### src/codec_regs_cfg.svh
`ifndef CODEC_REGS_CFG_SVH
`define CODEC_REGS_CFG_SVH

// ------------------------------------------------------------------
// register addresses (bits 6:3 of the address byte)
// ------------------------------------------------------------------
`define ADDR_RX_PATH_DATA_BYTE 4'h2
`define ADDR_TX_FORCED_DATA_BYTE 4'h3
`define ADDR_AUDIO_PATH_CONTROL 4'h4
`define ADDR_TX_AND_SIDETONE_GAIN 4'h5
`define ADDR_OUTPUT_ATTENUATION 4'h6
`define ADDR_TONE_CONTROL 4'h7
`define ADDR_TONE_FREQ_ONE 4'h8
`define ADDR_TONE_FREQ_TWO 4'h9

// ------------------------------------------------------------------
// address byte layout
// ------------------------------------------------------------------
`define CMD_ADDR_MSB 6
`define CMD_ADDR_LSB 3
`define CMD_READ_BIT 2
`define CMD_SECOND_BYTE_BIT 1

// ------------------------------------------------------------------
// audio path control fields
// ------------------------------------------------------------------
`define PATH_INPUT_MSB 7
`define PATH_INPUT_LSB 6
`define PATH_SIDETONE_BIT 5
`define PATH_OUTPUT_MSB 4
`define PATH_OUTPUT_LSB 3
`define PATH_RING_TONE_BIT 2
`define PATH_HIGHPASS_BYPASS_BIT 1
`define PATH_RX_SIGNAL_BIT 0

// ------------------------------------------------------------------
// tone control fields; bit 1 waveform select, all eight bits used
// ------------------------------------------------------------------
`define TONE_ATTEN_MSB 7
`define TONE_ATTEN_LSB 4
`define TONE_SRC_MSB 3
`define TONE_SRC_LSB 2
`define TONE_WAVE_BIT 1
`define TONE_TO_TX_BIT 0
`define TONE_ATTEN_MAX 4'h9

// ------------------------------------------------------------------
// reset value and forbidden output code
// ------------------------------------------------------------------
`define RST_BYTE 8'h00
`define OUTPUT_SEL_FORBIDDEN 2'h3

`endif

### src/codec_regs_pkg.sv
package codec_regs_pkg;

	// transmit input choice
	typedef enum logic [1:0] {
		TX_IN_MUTE,
		TX_IN_MIC_ONE,
		TX_IN_MIC_TWO,
		TX_IN_MIC_THREE
	} tx_input_type;

	// receive output choice
	typedef enum logic [1:0] {
		RX_OUT_MUTE,
		RX_OUT_EARPIECE,
		RX_OUT_EXTERNAL,
		RX_OUT_FORBIDDEN
	} rx_output_type;

	// serial port sequencer
	typedef enum logic [1:0] {
		PORT_ADDR,
		PORT_DATA,
		PORT_DONE
	} port_state_type;

endpackage

### src/serial_byte_shifter.sv
`timescale 1ns/100ps
`default_nettype none

// ------------------------------------------------------------------
// byte shifter: msb first in and out, bit moves on a strobe
// ------------------------------------------------------------------
module serial_byte_shifter (
	input wire logic i_clock,
	input wire logic i_rst_n,
	input wire logic i_load,
	input wire logic [7:0] i_load_byte,
	input wire logic i_shift,
	input wire logic i_bit,
	output logic o_bit,
	output logic [7:0] o_byte,
	output logic o_full
);

	logic [7:0] shift_ff;
	logic [2:0] count_ff;
	logic full_ff;

	// load wins over shift so a read byte is never half stale
	always_ff @(posedge i_clock or negedge i_rst_n) begin
		if (!i_rst_n) begin
			shift_ff <= 8'h00;
		end else if (i_load) begin
			shift_ff <= i_load_byte;
		end else if (i_shift) begin
			shift_ff <= {shift_ff[6:0], i_bit};
		end
	end

	// bit counter; full pulses after the eighth bit
	always_ff @(posedge i_clock or negedge i_rst_n) begin
		if (!i_rst_n) begin
			count_ff <= 3'h0;
			full_ff <= 1'b0;
		end else begin
			full_ff <= i_shift && (count_ff == 3'h7) && !i_load;
			if (i_load) begin
				count_ff <= 3'h0;
			end else if (i_shift) begin
				count_ff <= count_ff + 3'h1;
			end
		end
	end

	assign o_bit = shift_ff[7];
	assign o_byte = shift_ff;
	assign o_full = full_ff;

endmodule // serial_byte_shifter

`default_nettype wire

### src/edge_sync.sv
`timescale 1ns/100ps
`default_nettype none

// ------------------------------------------------------------------
// two-flop synchroniser with rise and fall pulses on the clean copy
// ------------------------------------------------------------------
module edge_sync (
	input wire logic i_clock,
	input wire logic i_rst_n,
	input wire logic i_pin,
	output logic o_level,
	output logic o_rise,
	output logic o_fall
);

	logic meta_ff;
	logic sync_ff;
	logic prev_ff;

	// only sync_ff reads meta_ff
	always_ff @(posedge i_clock or negedge i_rst_n) begin
		if (!i_rst_n) begin
			meta_ff <= 1'b0;
			sync_ff <= 1'b0;
			prev_ff <= 1'b0;
		end else begin
			meta_ff <= i_pin;
			sync_ff <= meta_ff;
			prev_ff <= sync_ff;
		end
	end

	assign o_level = sync_ff;
	assign o_rise = sync_ff && !prev_ff;
	assign o_fall = !sync_ff && prev_ff;

endmodule // edge_sync

`default_nettype wire

### src/codec_audio_control_regs.sv
`timescale 1ns/100ps
`default_nettype none
`include "codec_regs_cfg.svh"

module codec_audio_control_regs
	import codec_regs_pkg::*;
(
	input wire logic i_clock,
	input wire logic i_rst_n,
	// serial control port pins
	input wire logic i_port_clock,
	input wire logic i_port_select_n,
	input wire logic i_port_data_in,
	output logic o_port_data_out,
	output logic o_port_data_out_en,
	// override controls held in the mode register outside this block
	input wire logic i_receive_override,
	input wire logic i_transmit_override,
	// frame strobe and byte from the receive serial input
	input wire logic i_frame_strobe,
	input wire logic [7:0] i_receive_serial_byte,
	input wire logic [7:0] i_encoder_byte,
	// per-frame data toward decoder and transmit serial output
	output logic [7:0] o_decoder_byte,
	output logic [7:0] o_transmit_serial_byte,
	// audio path controls
	output tx_input_type o_tx_input,
	output logic o_sidetone_enable,
	output rx_output_type o_rx_output,
	output logic o_ring_tone_route_enable,
	output logic o_highpass_bypass,
	output logic o_receive_signal_enable,
	output logic [3:0] o_tx_gain,
	output logic [3:0] o_sidetone_gain,
	output logic [3:0] o_earpiece_atten,
	output logic [3:0] o_external_amplifier_atten,
	output logic [3:0] o_tone_atten,
	output logic o_tone_source_one_select,
	output logic o_tone_source_two_select,
	output logic o_tone_square_wave,
	output logic o_tone_to_transmit,
	output logic [7:0] o_tone_freq_one,
	output logic [7:0] o_tone_freq_two
);

	// ------------------------------------------------------------------
	// pin synchronisers
	// ------------------------------------------------------------------
	logic sclk_rise;
	logic sclk_fall;
	logic sel_level;
	logic sel_fall;
	logic din_level;

	edge_sync u_sync_clk (
		.i_clock(i_clock),
		.i_rst_n(i_rst_n),
		.i_pin(i_port_clock),
		.o_level(),
		.o_rise(sclk_rise),
		.o_fall(sclk_fall)
	);

	edge_sync u_sync_sel (
		.i_clock(i_clock),
		.i_rst_n(i_rst_n),
		.i_pin(!i_port_select_n), // inverted: reset level is the idle level
		.o_level(sel_level),
		.o_rise(sel_fall),
		.o_fall()
	);

	edge_sync u_sync_din (
		.i_clock(i_clock),
		.i_rst_n(i_rst_n),
		.i_pin(i_port_data_in),
		.o_level(din_level),
		.o_rise(),
		.o_fall()
	);

	// ------------------------------------------------------------------
	// shifter and port sequencer
	// ------------------------------------------------------------------
	port_state_type state_ff;
	port_state_type nxt_state;
	logic [7:0] cmd_ff;
	logic [7:0] rd_byte;
	logic [7:0] sh_byte;
	logic sh_bit;
	logic sh_full;
	logic active;
	logic load_read;
	logic write_strobe;

	assign active = sel_level;

	serial_byte_shifter u_shifter (
		.i_clock(i_clock),
		.i_rst_n(i_rst_n),
		.i_load(load_read || sel_fall),
		.i_load_byte(load_read ? rd_byte : 8'h00),
		.i_shift(active && sclk_rise),
		.i_bit(din_level),
		.o_bit(sh_bit),
		.o_byte(sh_byte),
		.o_full(sh_full)
	);

	// address byte selects whether a data byte follows
	always_comb begin
		nxt_state = state_ff;
		case (state_ff)
			PORT_ADDR: begin
				if (sh_full) begin
					nxt_state = sh_byte[`CMD_SECOND_BYTE_BIT] ?
						PORT_DATA : PORT_DONE;
				end
			end
			PORT_DATA: begin
				if (sh_full) begin
					nxt_state = PORT_DONE;
				end
			end
			PORT_DONE: nxt_state = PORT_DONE;
			default: nxt_state = PORT_ADDR;
		endcase
		if (sel_fall || !sel_level) begin
			nxt_state = PORT_ADDR;
		end
	end

	always_ff @(posedge i_clock or negedge i_rst_n) begin
		if (!i_rst_n) begin
			state_ff <= PORT_ADDR;
		end else begin
			state_ff <= nxt_state;
		end
	end

	// keep the address byte for the data phase
	always_ff @(posedge i_clock or negedge i_rst_n) begin
		if (!i_rst_n) begin
			cmd_ff <= 8'h00;
		end else if (state_ff == PORT_ADDR && sh_full) begin
			cmd_ff <= sh_byte;
		end
	end

	logic [3:0] addr;
	logic is_read;
	assign addr = cmd_ff[`CMD_ADDR_MSB:`CMD_ADDR_LSB];
	assign is_read = cmd_ff[`CMD_READ_BIT];
	// read data reloads the shifter right after the address byte
	assign load_read = (state_ff == PORT_ADDR) && sh_full &&
		sh_byte[`CMD_READ_BIT] && sh_byte[`CMD_SECOND_BYTE_BIT];
	assign write_strobe = (state_ff == PORT_DATA) && sh_full && !is_read;

	// ------------------------------------------------------------------
	// registers
	// ------------------------------------------------------------------
	logic [7:0] rx_path_data_byte_ff;
	logic [7:0] tx_forced_data_byte_ff;
	logic [7:0] audio_path_control_ff;
	logic [7:0] tx_and_sidetone_gain_ff;
	logic [7:0] output_attenuation_ff;
	logic [7:0] tone_control_ff;
	logic [7:0] tone_freq_one_ff;
	logic [7:0] tone_freq_two_ff;

	// host write and per-frame capture share the receive byte; the
	// host write wins so an override byte is never overwritten
	always_ff @(posedge i_clock or negedge i_rst_n) begin
		if (!i_rst_n) begin
			rx_path_data_byte_ff <= `RST_BYTE;
		end else if (write_strobe && addr == `ADDR_RX_PATH_DATA_BYTE) begin
			rx_path_data_byte_ff <= sh_byte;
		end else if (i_frame_strobe && !i_receive_override) begin
			rx_path_data_byte_ff <= i_receive_serial_byte;
		end
	end

	// write-only forced transmit byte
	always_ff @(posedge i_clock or negedge i_rst_n) begin
		if (!i_rst_n) begin
			tx_forced_data_byte_ff <= `RST_BYTE;
		end else if (write_strobe && addr == `ADDR_TX_FORCED_DATA_BYTE) begin
			tx_forced_data_byte_ff <= sh_byte;
		end
	end

	// forbidden output code keeps the previous selection
	always_ff @(posedge i_clock or negedge i_rst_n) begin
		if (!i_rst_n) begin
			audio_path_control_ff <= `RST_BYTE;
		end else if (write_strobe && addr == `ADDR_AUDIO_PATH_CONTROL) begin
			audio_path_control_ff <= sh_byte;
			if (sh_byte[`PATH_OUTPUT_MSB:`PATH_OUTPUT_LSB] ==
				`OUTPUT_SEL_FORBIDDEN) begin
				audio_path_control_ff[`PATH_OUTPUT_MSB:`PATH_OUTPUT_LSB] <=
					audio_path_control_ff[`PATH_OUTPUT_MSB:`PATH_OUTPUT_LSB];
			end
		end
	end

	// gain and attenuation nibbles
	always_ff @(posedge i_clock or negedge i_rst_n) begin
		if (!i_rst_n) begin
			tx_and_sidetone_gain_ff <= `RST_BYTE;
			output_attenuation_ff <= `RST_BYTE;
		end else if (write_strobe) begin
			if (addr == `ADDR_TX_AND_SIDETONE_GAIN) begin
				tx_and_sidetone_gain_ff <= sh_byte;
			end
			if (addr == `ADDR_OUTPUT_ATTENUATION) begin
				output_attenuation_ff <= sh_byte;
			end
		end
	end

	// attenuation codes past the last step are clamped to -27 dB
	always_ff @(posedge i_clock or negedge i_rst_n) begin
		if (!i_rst_n) begin
			tone_control_ff <= `RST_BYTE;
		end else if (write_strobe && addr == `ADDR_TONE_CONTROL) begin
			tone_control_ff <= sh_byte;
			if (sh_byte[`TONE_ATTEN_MSB:`TONE_ATTEN_LSB] > `TONE_ATTEN_MAX) begin
				tone_control_ff[`TONE_ATTEN_MSB:`TONE_ATTEN_LSB] <=
					`TONE_ATTEN_MAX;
			end
		end
	end

	// tone frequency numbers
	always_ff @(posedge i_clock or negedge i_rst_n) begin
		if (!i_rst_n) begin
			tone_freq_one_ff <= `RST_BYTE;
			tone_freq_two_ff <= `RST_BYTE;
		end else if (write_strobe) begin
			if (addr == `ADDR_TONE_FREQ_ONE) begin
				tone_freq_one_ff <= sh_byte;
			end
			if (addr == `ADDR_TONE_FREQ_TWO) begin
				tone_freq_two_ff <= sh_byte;
			end
		end
	end

	// ------------------------------------------------------------------
	// read-back; forced transmit byte is write only and reads zero
	// ------------------------------------------------------------------
	always_comb begin
		case (sh_byte[`CMD_ADDR_MSB:`CMD_ADDR_LSB])
			`ADDR_RX_PATH_DATA_BYTE: rd_byte = rx_path_data_byte_ff;
			`ADDR_AUDIO_PATH_CONTROL: rd_byte = audio_path_control_ff;
			`ADDR_TX_AND_SIDETONE_GAIN: rd_byte = tx_and_sidetone_gain_ff;
			`ADDR_OUTPUT_ATTENUATION: rd_byte = output_attenuation_ff;
			`ADDR_TONE_CONTROL: rd_byte = tone_control_ff;
			`ADDR_TONE_FREQ_ONE: rd_byte = tone_freq_one_ff;
			`ADDR_TONE_FREQ_TWO: rd_byte = tone_freq_two_ff;
			default: rd_byte = 8'h00;
		endcase
	end

	// data out changes on the falling port clock, so the host samples a
	// settled bit on the next rise
	logic dout_ff;
	logic dout_en_ff;
	always_ff @(posedge i_clock or negedge i_rst_n) begin
		if (!i_rst_n) begin
			dout_ff <= 1'b0;
			dout_en_ff <= 1'b0;
		end else begin
			dout_en_ff <= active && (state_ff == PORT_DATA) && is_read;
			if (load_read) begin
				dout_ff <= rd_byte[7];
			end else if (sclk_fall) begin
				dout_ff <= sh_bit;
			end
		end
	end

	assign o_port_data_out = dout_ff;
	assign o_port_data_out_en = dout_en_ff;

	// ------------------------------------------------------------------
	// per-frame data and control outputs
	// ------------------------------------------------------------------
	logic [7:0] tx_byte_ff;
	always_ff @(posedge i_clock or negedge i_rst_n) begin
		if (!i_rst_n) begin
			tx_byte_ff <= `RST_BYTE;
		end else if (i_frame_strobe) begin
			tx_byte_ff <= i_transmit_override ?
				tx_forced_data_byte_ff : i_encoder_byte;
		end
	end

	// override feeds the stored byte, else the frame byte straight through
	assign o_decoder_byte = i_receive_override ?
		rx_path_data_byte_ff : i_receive_serial_byte;
	assign o_transmit_serial_byte = tx_byte_ff;

	assign o_tx_input = tx_input_type'(
		audio_path_control_ff[`PATH_INPUT_MSB:`PATH_INPUT_LSB]);
	assign o_sidetone_enable = audio_path_control_ff[`PATH_SIDETONE_BIT];
	assign o_rx_output = rx_output_type'(
		audio_path_control_ff[`PATH_OUTPUT_MSB:`PATH_OUTPUT_LSB]);
	assign o_ring_tone_route_enable =
		audio_path_control_ff[`PATH_RING_TONE_BIT];
	assign o_highpass_bypass =
		audio_path_control_ff[`PATH_HIGHPASS_BYPASS_BIT];
	assign o_receive_signal_enable =
		audio_path_control_ff[`PATH_RX_SIGNAL_BIT];
	assign o_tx_gain = tx_and_sidetone_gain_ff[7:4];
	assign o_sidetone_gain = tx_and_sidetone_gain_ff[3:0];
	assign o_earpiece_atten = output_attenuation_ff[7:4];
	assign o_external_amplifier_atten = output_attenuation_ff[3:0];
	assign o_tone_atten =
		tone_control_ff[`TONE_ATTEN_MSB:`TONE_ATTEN_LSB];
	assign o_tone_source_one_select = tone_control_ff[`TONE_SRC_MSB];
	assign o_tone_source_two_select = tone_control_ff[`TONE_SRC_LSB];
	assign o_tone_square_wave = tone_control_ff[`TONE_WAVE_BIT];
	assign o_tone_to_transmit = tone_control_ff[`TONE_TO_TX_BIT];
	assign o_tone_freq_one = tone_freq_one_ff;
	assign o_tone_freq_two = tone_freq_two_ff;

endmodule // codec_audio_control_regs

`default_nettype wire

### config.mk
export PLATFORM = sky130hd
export DESIGN_NAME = codec_audio_control_regs
export DESIGN_NICKNAME = d
export VERILOG_FILES = /design/src/codec_regs_pkg.sv /design/src/serial_byte_shifter.sv /design/src/edge_sync.sv /design/src/codec_audio_control_regs.sv
export VERILOG_INCLUDE_DIRS = /design/src
export SDC_FILE = /design/constraint.sdc
export NUM_CORES = 1
export LEC_CHECK = 0
export BUFFER_PORTS_ARGS = -buffer_cell sky130_fd_sc_hd__buf_4
export CAP_MARGIN = 20
export CORE_MARGIN = 8
export CORE_UTILIZATION = 52
export CTS_BUF_LIST = sky130_fd_sc_hd__clkbuf_16
export CTS_CLUSTER_DIAMETER = 100
export DETAILED_ROUTE_END_ITERATION = 6
export GPL_TIMING_DRIVEN = 0
export HOLD_SLACK_MARGIN = 0.06
export PLACE_DENSITY_LB_ADDON = 0.05
export REMOVE_ABC_BUFFERS = 1
export SLEW_MARGIN = 0
export SYNTH_ARGS = -nofsm -noshare
export SYNTH_HDL_FRONTEND = slang
export SYNTH_HIERARCHICAL = 1
export SYNTH_SLANG_ARGS = --single-unit
export TNS_END_PERCENT = 50
### constraint.sdc
create_clock -name i_clock -period 2.5 [get_ports i_clock]
set_input_delay 0.5 -clock i_clock [delete_from_list [all_inputs] [get_ports i_clock]]
set_output_delay 0.5 -clock i_clock [all_outputs]
set_load 0.01 [all_outputs]
; Word level (Yosys, flattened, before mapping)
; Cells that the tools add are included.
[classes]
n_reduce_logical = 38
n_addsub = 1
n_lt_le_gt_ge = 1
n_eq_ne = 21
bitwise = 1
muxes = 18
[op_table]
columns = cell, n
row1 = $mux 8, 7
row2 = $pmux 8 s7, 1
row3 = $eq 4x3->1 const B, 8
row4 = $logic_and 1x1->1, 18
row5 = $eq 4x4->1 const B, 4
row6 = $eq 4x2->1 const B, 3
row7 = $reduce_and 2->1, 6
row8 = $logic_not 1->1, 8
row9 = $mux 2, 4
row10 = $mux 3, 2
row11 = $ne 3x2->1 const B, 2
row12 = $pmux 2 s3, 1
row13 = $reduce_bool 2->1, 3
row14 = $eq 2x2->1 const B, 2
row15 = $gt 4x4->1 const B, 1
row16 = $mux 4, 1
row17 = $add 3x1->3 const B, 1
row18 = $eq 3x3->1 const B, 1
row19 = $eq 2x1->1 const B, 1
row20 = $logic_not 2->1, 1
row21 = $logic_or 1x1->1, 2
row22 = $mux 1, 2
row23 = $not 1->1, 1
[word_totals]
ff_bits = 103
out_inout_bits = 66

; Logic depth before layout (Yosys ltp)
[logic_depth]
word_depth = 7
ltp_mapped = 8

; Cells and area by module
; The synthesis kept the hierarchy.
[modules_own_cells]
columns = module, seq_area_each_um2, instances, area_each_um2, cells_per_inst
row1 = codec_audio_control_regs, 2026.9, 1, 4088.9, 363
row2 = serial_byte_shifter, 300.3, 1, 554.3, 50
row3 = edge_sync, 75.1, 3, 90.1, 5

; Worst setup path after synthesis
; No wires, ideal clock.
[synth_timing]
path_type = register to register
start = reg state_ff[0]
end = reg u_shifter.shift_ff[1], in the netlist u_shifter/o_byte[1]
stages_incl_launch_ff = 9
setup_time_ps = 76
setup_slack_ps = 731
arrival_time_ps = 1693
synth_period_minus_slack_ps = 1769
path_buffers = 0
required_time_ps = 2424
cell_sequence = dfrtp_1 inv_1 ha_1 nand4_1 a211o_1 or4_1 o31ai_1 nand2_1 o21ai_1
[synth_via]
elab_chain_len = 6
[synth_lines]
columns = element, line
row1 = "start, declared", codec_audio_control_regs.sv:85  ; port_state_type state_ff;
row2 = "start signal, assigned", codec_audio_control_regs.sv:137  ; state_ff <= nxt_state;
row3 = $logic_not 2->1 (*), codec_audio_control_regs.sv:155  ; assign load_read = (state_ff == PORT_ADDR) && sh_full &&
row4 = $logic_and 1x1->1 (*) (3 in series), codec_audio_control_regs.sv:155
row5 = $mux 8 or $logic_or 1x1->1 (tied branches), "codec_audio_control_regs.sv:102, codec_audio_control_regs.sv:101"
row6 = $mux 8 or $reduce_bool 2->1 (tied branches), -
row7 = "end signal, assigned", serial_byte_shifter.sv:28  ; shift_ff <= i_load_byte;
row8 = "end signal, assigned", serial_byte_shifter.sv:30  ; shift_ff <= {shift_ff[6:0], i_bit};
row9 = "end, declared", serial_byte_shifter.sv:19  ; logic [7:0] shift_ff;
; Every way passes the cells marked *; elsewhere a longest branch is shown, timed or not.
; A chain may end at the register's enable or synchronous reset.

; Worst setup path after layout
; Ends and elaborated chain as after synthesis.

==> flow_metrics.tcl <==
set metrics [dict create \
    dieArea_mm2 0.0127 \
    area_delta_synth_final_pct 20.4 \
    endpoint_kind "flip-flop" \
    hold_viol_final 0 \
    crit_path_cell_trace "inv_1 -> ha_1 -> nand4_1 -> a211o_1 -> or4_1 -> o31ai_1 -> nand2_1 -> o21ai_1" \
    nNetsFinal 522 \
    clkPwrFrac_pct 41.5 \
    endpoint "u_shifter/o_byte[1]" \
    combPwrFrac_pct 6.9 \
    ios 90 \
    switching_share_pct 23.0 \
    dp_hpwl_um 8260 \
    drive_gt1_share_pct 35.3 \
    gp_congestion 0.810 \
    cp_max_fo 11 \
    grt_use_total_pct 19.4 \
    grt_busiest_layer "met2" \
    slew_violations 0 \
    numCtsBuffers 9 \
    slowest_delay_ns 0.54 \
    finalSetupTns_ns 0 \
    synth.avg_cell_area_um2 11.5 \
    grt_antenna_before_repair 0 \
    rr_worst_depth 8 \
    rr_startpoint "state_ff[0]" \
    clock_sinks 101 \
    min_path_type "input pin to async pin" \
    num_rows 35 \
    drc_errors 0 \
    cp.arrival_ns 2.47 \
    core-area_mm2 0.00915 \
    crit_type "flip-flop to flip-flop" \
    grtUsageMet1_pct 25.6 \
    drt_iter0_drc 167 \
    final_cells 609 \
    wirelength_um 12000 \
    final_cell_mix "98 x dfrtp_1, 89 x buf_4, 59 x mux2_2" \
    path_delay_family "simple AND/OR/NAND/NOR gates" \
    vdd.ir_drop.worst_uv 288 \
    cts-root-buf "clkbuf_16" \
    final_common_cell "dfrtp_1" \
    placed_cells 593 \
    io_buffers 89 \
    tightest_slew_ns 0.750 \
    required_ns 2.77 \
    antenna_cells 0 \
    worst-path-buf-inv 1 \
    worst_clock_skew_ns 0.00530 \
    period_share_pct 88.3 \
    drv_cap 0 \
    path_clk_slew_ns 0.07 \
    cp.depth 8 \
    grt_pass1_wl_um 19400 \
    setup_viol 0 \
    layout_min_cycle_time_ns 2.21 \
    rsz0062_at_grt "no" \
    cts_tree "done" \
    n_fill_cell 756 \
    startpoint_type "flip-flop" \
    p_per_area_mw_per_mm2 568 \
    yosys_warnings 6 \
    regToRegEndpoint "u_shifter/o_byte[1]" \
    fmax_mhz 453 \
    first_global_vias 3644 \
    die_x_um 113 \
    clock_tree.buffer_depth 2 \
    start_util_pct 53.2 \
    clock_latency_ns 0.34 \
    grt_max_degree 55 \
    vias 3465 \
    internal-power_w 0.00256 \
    overflow 0 \
    pwr-share-seq_pct 51.5 \
    cts_max_level 3 \
    maxSlewHeadroom_pct 50.0 \
    vias_per_cell 5.69 \
    cp-startpoint "state_ff[0]" \
    leakage_nw 2.80 \
    ant_nets 0 \
    outcome "complete, no violations" \
    met2_usage_pct 31.0 \
    wire_per_inst_um 19.7 \
    synth_cells 424 \
    dr.pass1.iters 4 \
    netlist_area_mm2 0.00486 \
    regToRegSetupSlack_ns 0.29 \
    die_h_um 113 \
    p_sw_w 0.000765 \
    met3_usage_pct 5.38 \
    cp_slowest_cell "or4_1" \
]
## flip-flops by register name, summed over array words and instances (netlist names), 5 cells and up
signal,count
tx_and_sidetone_gain_ff,8
cmd_ff,5
u_shifter/o_byte,8
tone_control_ff,8
rx_path_data_byte_ff,8
o_tone_freq_one,8
tx_forced_data_byte_ff,8
output_attenuation_ff,8
o_transmit_serial_byte,8
o_tone_freq_two,8
audio_path_control_ff,8
## area by class of cell
cell class | instances | area, µm² | area share, %
clock buffer | 9 | 225 | 3.84
clock inverter | 7 | 67.6 | 1.15
inverter | 6 | 22.5 | 0.384
multi-input combinational | 284 | 2150 | 36.7
sequential | 101 | 2530 | 43.2
tap | 111 | 139 | 2.37
timing repair buffer | 91 | 723 | 12.3
## power groups by stage
stage | Clock [W] | Sequential [W] | Combinational [W]
2_1_floorplan | 0 | 0.00174 | 0.0000949
6_report | 0.00138 | 0.00172 | 0.000231
4_1_cts | 0.00140 | 0.00172 | 0.000237
3_5_place_dp | 0 | 0.00175 | 0.000236
5_1_grt | 0.00147 | 0.00172 | 0.000256
3_3_place_gp | 0 | 0.00175 | 0.000225
## routing by layer
metal | wire, µm | share of wire (%)
met1 | 5500 | 46
met2 | 5700 | 47
met3 | 711 | 5.9
met4 | 108 | 0.90
met5 | 0 | 0
## how the worst min path moves through the flow
| stage | startpoint | to | slack [ns] | depth (start not counted) |
|---|---|---|---|---|
| CTS | i_rst_n | o_transmit_serial_byte[6] | 0.20 | 1 |
| detailed placement | u_sync_din/meta_ff | u_sync_din/o_level | 0.34 | 0 |
| global route | i_rst_n | o_transmit_serial_byte[6] | 0.21 | 1 |
| global placement | u_sync_din/meta_ff | u_sync_din/o_level | 0.33 | 0 |
| finish | i_rst_n | o_transmit_serial_byte[6] | 0.16 | 1 |
| floorplan | i_rst_n | audio_path_control_ff[0] | 0.20 | 0 |
## timing repair
item | in CTS | in global routing
gates resized for setup | 2 | 2
buffers inserted | 0 | 0
hold buffers | 0 | 0
hold endpoints to repair | 0 | 0
endpoints found under the setup margin | 2 | 1
## per-stage QoR
stage                     hold WS [ns]  total power (W)  utilization (%)  instance area (µm²)  setup slack (ns)
after floorplan                  0.204          0.00184                -                 4700             0.374
after detailed placement         0.339          0.00198             60.7                 5560            -0.183
after CTS                        0.196          0.00335             64.0                 5850            0.0772
after global routing             0.205          0.00344             64.0                 5860             0.166
final                            0.162          0.00333             64.0                 5860             0.292
after global placement           0.334          0.00197             60.1                 5500            -0.114
Note: power is estimated with default switching activity, not from simulation.
